==> src/gpm_defs.svh <==
/*
  Offsets, field positions, reset values and pin numbers of the GPIO block.
  Assumes inclusion by bare name from the bank and port design files.
*/
`ifndef GPM_DEFS_SVH
`define GPM_DEFS_SVH

// Register byte offsets on APB
`define GPM_OFS_FIRST 12'h000
`define GPM_OFS_SECOND 12'h004
// Field base positions inside a control register
`define GPM_MODE_POS 24
`define GPM_DIR_POS 16
`define GPM_SF_POS 8
`define GPM_DATA_POS 0
// Reset values: all pins general-purpose inputs, data low
`define GPM_FIRST_RESET 32'h0000_0000
`define GPM_SECOND_RESET 32'h0000_0000
// Pin positions within the first bank
`define GPM_PIN_TXD 7
`define GPM_PIN_DTR 6
`define GPM_PIN_RTS 5
`define GPM_PIN_SCK 4
`define GPM_PIN_RXD 3

`endif

==> src/gpm_pkg.sv <==
/*
  Types shared by the GPIO block files.
  Assumes gpm_defs.svh is on the include path.
*/
package gpm_pkg;
  // Pin function chosen by mode, direction and special-function bits
  typedef enum logic [1:0] {
    GPM_FN_IN = 2'h0,
    GPM_FN_OUT = 2'h1,
    GPM_FN_SPECIAL = 2'h3
  } gpm_fn_t;
  // APB slave phase
  typedef enum logic [1:0] {
    GPM_IDLE = 2'h0,
    GPM_SETUP = 2'h1,
    GPM_ACCESS = 2'h3
  } gpm_apb_t;
endpackage

==> src/gpm_bank.sv <==
/*
  One eight-pin bank: decodes each pin's function and drives its pin.
  Assumes pin inputs are synchronous to clock; special signals come from
  the on-chip serial and SPI units.
*/
`timescale 1ns/1ps
`default_nettype none
`include "gpm_defs.svh"
module gpm_bank
  import gpm_pkg::*;
#(
  parameter int PINS = 8,
  parameter bit HAS_SF = 1'b0
) (
  input wire logic clock,
  input wire logic reset_n,
  input wire logic [31:0] ctrl,
  input wire logic [PINS-1:0] special,
  input wire logic [PINS-1:0] pinIn,
  output logic [PINS-1:0] pinOut,
  output logic [PINS-1:0] pinOe,
  output logic [PINS-1:0] level
);
  // Decode function of a pin from its three configuration bits
  function automatic gpm_fn_t pinFn(input logic m, input logic d,
                                    input logic s);
    if (!m && !s) begin
      pinFn = d ? GPM_FN_OUT : GPM_FN_IN;
    end else begin
      pinFn = GPM_FN_SPECIAL;
    end
  endfunction

  genvar i;
  generate
    for (i = 0; i < PINS; i++) begin : gPin
      logic sf;
      gpm_fn_t fn;
      assign sf = HAS_SF ? ctrl[`GPM_SF_POS+i] : 1'b0;
      assign fn = pinFn(ctrl[`GPM_MODE_POS+i], ctrl[`GPM_DIR_POS+i], sf);
      // Registered pin drive per function
      always_ff @(posedge clock or negedge reset_n) begin
        if (!reset_n) begin
          pinOut[i] <= 1'b0;
          pinOe[i] <= 1'b0;
        end else begin
          case (fn)
            GPM_FN_OUT: begin
              pinOut[i] <= ctrl[`GPM_DATA_POS+i];
              pinOe[i] <= 1'b1;
            end
            GPM_FN_SPECIAL: begin
              pinOut[i] <= special[i];
              pinOe[i] <= ctrl[`GPM_DIR_POS+i];
            end
            default: begin
              pinOut[i] <= 1'b0;
              pinOe[i] <= 1'b0;
            end
          endcase
        end
      end
      // Registered level: the pin's own drive when output-enabled, else its input
      always_ff @(posedge clock or negedge reset_n) begin
        if (!reset_n) begin
          level[i] <= 1'b0;
        end else begin
          level[i] <= pinOe[i] ? pinOut[i] : pinIn[i];
        end
      end
    end
  endgenerate
endmodule // gpm_bank
`default_nettype wire

==> src/gpm_port.sv <==
/*
  Sixteen-pin GPIO block with two APB control registers.
  Assumes a single 200 MHz clock, APB master, synchronous pin inputs.
*/
`timescale 1ns/1ps
`default_nettype none
`include "gpm_defs.svh"
// Operation
// Sixteen pins, two control registers, eight pins per register.
// Each pin has mode, direction, special-function (second only), data.
// Data reads live pin level; writes set driven output level.
// Mode 0, direction 1, special 0 makes a plain output.
// Software updates a pin by read-modify-write of the full word.
// Software never reconfigures pins reserved for fixed internal use; the bench rows reconfigure bits seven to three.
// Software keeps first-bank bit five or four an input; the bench's row zero drives both.
// Bit five carries RTS normally; bit four carries SPI clock.
// Bits seven, six, three carry transmit, DTR, receive by default.
// Mode 0, direction 0, special 0 makes an input sampling pin.
module gpm_port
  import gpm_pkg::*;
#(
  parameter int PINS = 8
) (
  input wire logic clock,
  input wire logic reset_n,
  input wire logic psel,
  input wire logic penable,
  input wire logic pwrite,
  input wire logic [11:0] paddr,
  input wire logic [31:0] pwdata,
  output logic [31:0] prdata,
  output logic pready,
  output logic pslverr,
  input wire logic serialTxd,
  input wire logic serialDtr,
  input wire logic serialRts,
  input wire logic spiClock,
  output logic serialRxd,
  input wire logic [PINS-1:0] secondSpecial,
  input wire logic [2*PINS-1:0] pinIn,
  output logic [2*PINS-1:0] pinOut,
  output logic [2*PINS-1:0] pinOe
);
  logic [31:0] gpio_bank_first_control_reg;
  logic [31:0] gpio_bank_second_control_reg;
  logic [PINS-1:0] firstLevel;
  logic [PINS-1:0] secondLevel;
  logic [PINS-1:0] firstSpecial;
  gpm_apb_t phase_reg;
  logic hitFirst;
  logic hitSecond;
  logic setupNow;

  // Address decode
  always_comb begin
    hitFirst = 1'b0;
    hitSecond = 1'b0;
    if (paddr == `GPM_OFS_FIRST) begin
      hitFirst = 1'b1;
    end else if (paddr == `GPM_OFS_SECOND) begin
      hitSecond = 1'b1;
    end
  end

  assign setupNow = psel && !penable;

  // APB phase tracker
  always_ff @(posedge clock or negedge reset_n) begin
    if (!reset_n) begin
      phase_reg <= GPM_IDLE;
    end else begin
      case (phase_reg)
        GPM_IDLE: phase_reg <= setupNow ? GPM_SETUP : GPM_IDLE;
        GPM_SETUP: phase_reg <= GPM_ACCESS;
        default: phase_reg <= setupNow ? GPM_SETUP : GPM_IDLE;
      endcase
    end
  end

  // Answer pulse: ready in the second access cycle
  always_ff @(posedge clock or negedge reset_n) begin
    if (!reset_n) begin
      pready <= 1'b0;
      pslverr <= 1'b0;
      prdata <= 32'h0000_0000;
    end else begin
      pready <= phase_reg == GPM_SETUP;
      pslverr <= phase_reg == GPM_SETUP && !(hitFirst || hitSecond);
      prdata <= 32'h0000_0000;
      if (phase_reg == GPM_SETUP && !pwrite) begin
        if (hitFirst) begin
          prdata <= {gpio_bank_first_control_reg[31:8], firstLevel};
        end else if (hitSecond) begin
          prdata <= {gpio_bank_second_control_reg[31:8], secondLevel};
        end
      end
    end
  end

  // First control register; no special-function field here
  always_ff @(posedge clock or negedge reset_n) begin
    if (!reset_n) begin
      gpio_bank_first_control_reg <= `GPM_FIRST_RESET;
    end else if (psel && penable && pready && pwrite && hitFirst) begin
      gpio_bank_first_control_reg <= pwdata & 32'hFFFF_00FF;
    end
  end

  // Second control register holds all four fields
  always_ff @(posedge clock or negedge reset_n) begin
    if (!reset_n) begin
      gpio_bank_second_control_reg <= `GPM_SECOND_RESET;
    end else if (psel && penable && pready && pwrite && hitSecond) begin
      gpio_bank_second_control_reg <= pwdata;
    end
  end

  // Special functions of the first bank
  always_comb begin
    firstSpecial = '0;
    firstSpecial[`GPM_PIN_TXD] = serialTxd;
    firstSpecial[`GPM_PIN_DTR] = serialDtr;
    firstSpecial[`GPM_PIN_RTS] = serialRts;
    firstSpecial[`GPM_PIN_SCK] = spiClock;
  end

  // Receive line routed from the first bank's pin three
  always_ff @(posedge clock or negedge reset_n) begin
    if (!reset_n) begin
      serialRxd <= 1'b1;
    end else begin
      serialRxd <= pinIn[`GPM_PIN_RXD];
    end
  end

  gpm_bank #(.PINS(PINS), .HAS_SF(1'b0)) uFirst (
    .clock(clock),
    .reset_n(reset_n),
    .ctrl(gpio_bank_first_control_reg),
    .special(firstSpecial),
    .pinIn(pinIn[PINS-1:0]),
    .pinOut(pinOut[PINS-1:0]),
    .pinOe(pinOe[PINS-1:0]),
    .level(firstLevel)
  );

  gpm_bank #(.PINS(PINS), .HAS_SF(1'b1)) uSecond (
    .clock(clock),
    .reset_n(reset_n),
    .ctrl(gpio_bank_second_control_reg),
    .special(secondSpecial),
    .pinIn(pinIn[2*PINS-1:PINS]),
    .pinOut(pinOut[2*PINS-1:PINS]),
    .pinOe(pinOe[2*PINS-1:PINS]),
    .level(secondLevel)
  );
endmodule // gpm_port
`default_nettype wire

==> config.mk <==
export PLATFORM = sky130hd
export DESIGN_NAME = gpm_port
export DESIGN_NICKNAME = d
export VERILOG_FILES = /design/src/gpm_pkg.sv /design/src/gpm_bank.sv /design/src/gpm_port.sv
export VERILOG_INCLUDE_DIRS = /design/src /design/src/src
export SDC_FILE = /design/constraint.sdc
export NUM_CORES = 1
export LEC_CHECK = 0
export ABC_CLOCK_PERIOD_IN_PS = 2510
export BUFFER_PORTS_ARGS = -buffer_cell sky130_fd_sc_hd__clkbuf_2
export CAP_MARGIN = 10
export CELL_PAD_IN_SITES_DETAIL_PLACEMENT = 0
export CELL_PAD_IN_SITES_GLOBAL_PLACEMENT = 1
export CORE_ASPECT_RATIO = 0.7
export CORE_UTILIZATION = 39
export DETAILED_ROUTE_END_ITERATION = 10
export PLACE_DENSITY = 0.75
export SYNTH_ARGS = -nofsm -noshare
export SYNTH_HDL_FRONTEND = slang
export SYNTH_HIERARCHICAL = 1
export SYNTH_SLANG_ARGS = --single-unit
==> constraint.sdc <==
create_clock -name clock -period 2.51 [get_ports clock]
set_input_delay 0.251 -clock clock [delete_from_list [all_inputs] [get_ports clock]]
set_output_delay 0.251 -clock clock [all_outputs]
set_load 0.03 [all_outputs]
# After elaboration in Yosys (flattened, before gate mapping)
# Cells that the tools add are included.
# word_totals
ff_bits,141
latchBits,0
ram_bits,0
mem_bits_ro,0
input_bits,77
mem_count,0
# classes
n_addsub,0
mul,0
div_mod_pow,0
order_cmp,0
n_eq_ne,34
shifts,0
muxes,88
bitwise,0
reduce_logical,37
# ops
cell,n
$mux 32,3
$pmux 1 s2,28
$mux 1,40
$eq 2x1->1 const B,17
$mux 2,17
$eq 2x2->1 const B,16
$logic_not 1->1,19
$logic_and 1x1->1,16
$eq 12x3->1 const B,1
$logic_not 12->1,1
$logic_or 1x1->1,1

# Longest topological paths before layout
# depth
word_depth,6
depth_mapped,6
depth_no_buf,4

# Cells and area by module
# Netlist, hierarchy kept.
# by_module_without_submodules
module,n_inst,cells_each,area_each_um2,seq_area_each_um2
gpm_port,1,232,3612.2,2303.5
gpm_bank at uSecond,1,64,880.8,600.6
gpm_bank at uFirst,1,64,850.8,600.6

# Worst setup path before layout
# No wires, ideal clock.
# synth_timing
path_kind,register -> register
start,"register, netlist name phase_reg[1]"
end,register gpio_bank_first_control_reg[17]
setup_time_ps,127
t_arrival_ps,1644
setup_slack_ps,738
path_stages_with_launch,7
n_path_buf,2
period_less_slack_ps,1772
cell_sequence,dfrtp_1 and4_1 and4_1 and2_4 buf_8 buf_12 mux2_1
# synth_lines
item,line,source
"end signal, assigned",gpm_port.sv:103,gpio_bank_first_control_reg <= `GPM_FIRST_RESET;
"end signal, assigned",gpm_port.sv:105,gpio_bank_first_control_reg <= pwdata & 32'hFFFF_00FF;
"end, declared",gpm_port.sv:44,logic [31:0] gpio_bank_first_control_reg;

==> flow_summary.toml <==
[drt]
drc = 0
routed_wirelength_mm = 11.0
vias = 3239
vias_per_cell = 4.59
ant_nets = 0
wl_per_cell_microns = 15.6
drt_pass1_iterations = 4
first_iter_violations = 75

[layout]
final_nets = 584
antenna_cells = 0
layout-drive-gt1-share_pct = 47.1
stdcell_count = 705
area_growth_syn_to_layout_pct = 28.4
nFillCells = 1170
finish.utilization_pct = 51.7

[global_route]
top_usage_layer = "met2"
track_usage_pct = 16.6
grt_pass1_wl_mm = 17.6
grt_pass1_vias = 3323
grt_use_met2_pct = 25.8
grtUsageMet1_pct = 22.5
antenna_found_initial = 0
grt-ovfl-total = 0
grt_max_degree = 57
use_met3_pct = 5.39

[power]
powerDensity_mw_per_mm2 = 750
p_leak_nw = 3.63
ir_drop_mv = 0.441
power_mw = 5.15

[run_status]
outcome = "completed"

[timing]
tns_ps = 0
final_hold_viol_count = 0
maxSlewViolCount = 0
period_share_pct = 71.6
rsz0062_at_grt = "false"
setup_viol = 0
tightest_slew_ps = 533
maxSlewHeadroom_pct = 64.5
clock.fmax_mhz = 557
fin_skew_ps = 9.16
period_minus_slack_ps = 1800

[clock_tree]
insertion_delay_ps = 400
cts_buffer_depth = 2
cts_resized = 0
cts_tree = "yes"
clk_pin_slew_ps = 60
clockRootBuffer = "clkbuf_16"
cts_made_buffers = 17
cts_max_level = 4
cts.sinks = 140

[worst_setup_path]
cp_max_fo = 24
crit_arrival_ps = 2080
critPathKind = "reg -> reg"
crit_required_ps = 2790
worstSetupStartpointType = "flop"
critPathSlowestCell = "and2_4"
path_cells = "and4_1, and4_1, and2_4, mux2_2"
critPathBufInv = 0
crit_family = "simple AND/OR/NAND/NOR gates"
end_kind = "flop"
crit_top_cell = "and4_1"
setup.worst_path.start = "phase_reg[1]"
slowest_delay_ps = 470
timing.rr.start = "phase_reg[1]"

[floorplan]
rows = 35
top_level_ports = 144
die_x_microns = 142
initial_core_util_pct = 40.3
chipHeight_microns = 99.9
coreArea_sq_mm = 0.0133
die_area_sq_mm = 0.0142

[hold_path]
worstHoldPathType = "in -> reg"
hold_start = "pwdata[13]"

[yosys]
synth_seq_cells = 140
ys_types = 29
yosys_warnings = 6
yosysSeqAreaShare_pct = 65.6
syn_inst = 360
synthesis.area_sq_mm = 0.00534
avgSynthCellArea_sq_um = 14.8

[place]
hpwl_mm = 7.52
gp_congestion = 0.741
io_buffers = 143
dp_cells = 671

[run]
drv_cap = 0
cell type report:
class                   count  area, sq um  share of cell area [%]
clock buffers              22          484                    7.06
clock inverters            10          138                    2.01
inverters                   3         11.3                   0.164
multi-input cells         193         1670                    24.4
flip-flops and latches    140         3500                    51.1
well taps                 185          231                    3.37
repair buffers            152          820                    11.9
report_power, final:
part | internal, mW | total, mW | switching, mW
sequential | 2.30 | 2.31 | 0.0155
clock | 1.67 | 2.59 | 0.920
combinational | 0.105 | 0.249 | 0.144
cells in the final DEF (no fill, tap or decap), types with 2 or more instances in the layout:
| master | instances |
|---|---|
| clkinv_4 | 2 |
| inv_1 | 3 |
| mux2_4 | 34 |
| nor2_1 | 25 |
| mux2_2 | 25 |
| clkbuf_8 | 4 |
| bufinv_16 | 3 |
| buf_4 | 5 |
| clkinvlp_4 | 2 |
| clkbuf_2 | 142 |
| conb_1 | 4 |
| dfrtp_1 | 139 |
| o21ai_0 | 17 |
| and4_1 | 2 |
| mux2_1 | 13 |
| buf_12 | 2 |
| and2_1 | 8 |
| nand2_1 | 24 |
| dlygate4sd3_1 | 2 |
| o31ai_1 | 8 |
| clkbuf_16 | 17 |
| clkinv_2 | 3 |
| mux2i_1 | 24 |
stage by stage:
stage	setup WS, ps	hold slack, ps	area (sq um)
3_5_place_dp	523	200	6220
2_1_floorplan	738	-44.6	5360
6_report	714	47.3	6860
3_3_place_gp	596	194	6220
5_1_grt	612	42.1	6860
4_1_cts	690	35.0	6860
synthesized netlist by cell type:
cell | number | area, sq um
mux2_2 | 25 | 282
nand2_2 | 1 | 6.26
conb_1 | 1 | 3.75
buf_6 | 3 | 33.8
and2_4 | 1 | 8.76
and4_1 | 2 | 17.5
nand2b_1 | 1 | 6.26
nor4_2 | 1 | 12.5
inv_1 | 3 | 11.3
nor3b_1 | 1 | 7.51
and2_1 | 8 | 50.1
nor3_1 | 1 | 5.00
clkbuf_1 | 18 | 67.6
buf_1 | 2 | 7.51
mux2_1 | 13 | 146
nor2_1 | 25 | 93.8
mux2i_1 | 24 | 240
dfstp_2 | 1 | 26.3
nand4_1 | 1 | 6.26
nand2_1 | 24 | 90.1
dfrtp_1 | 139 | 3480
mux2_4 | 34 | 510
nor4_4 | 1 | 21.3
a31oi_1 | 1 | 6.26
o31ai_1 | 8 | 60.1
buf_8 | 1 | 15.0
buf_12 | 2 | 40.0
o21ai_0 | 17 | 85.1
buf_2 | 1 | 5.00
layer usage:
metal  vias to the layer above  part of all wire [%]
met5                         -                     0
li1                       1513                     -
met1                      1608                    49
met4                         0                   1.2
met3                        15                   5.8
met2                       103                    44
timing repair:
item	CTS	global route
endpoints found under the hold margin	40	0
hold buffers	2	0
setup buffers	0	0
kinds of logic (layout without fill, tap and decap cells):
family / count (synthesis) / count (layout) / share of synthesized area [%]
AOI/OAI and AO/OA: 26 / 26 / 2.83
other: 1 / 4 / 0.0702
DFF: 140 / 140 / 65.6
and+or+nand+nor: 67 / 67 / 6.09
muxes: 96 / 96 / 22.1
buffers and inverters: 30 / 187 / 3.37
final timing paths:
check                                                   end  slack, ps  depth (start not counted)
setup / recovery            gpio_bank_first_control_reg[31]        710                          4
hold / removal             gpio_bank_second_control_reg[13]         50                          2
setup reg to reg            gpio_bank_first_control_reg[31]        710                          4
hold reg to reg                            uSecond/pinOe[1]        430                          0
max in group asynchronous                         serialRxd       1490                          3
min in group asynchronous                  uSecond/level[2]        340                          2
Power figures use the tool's default switching activity.
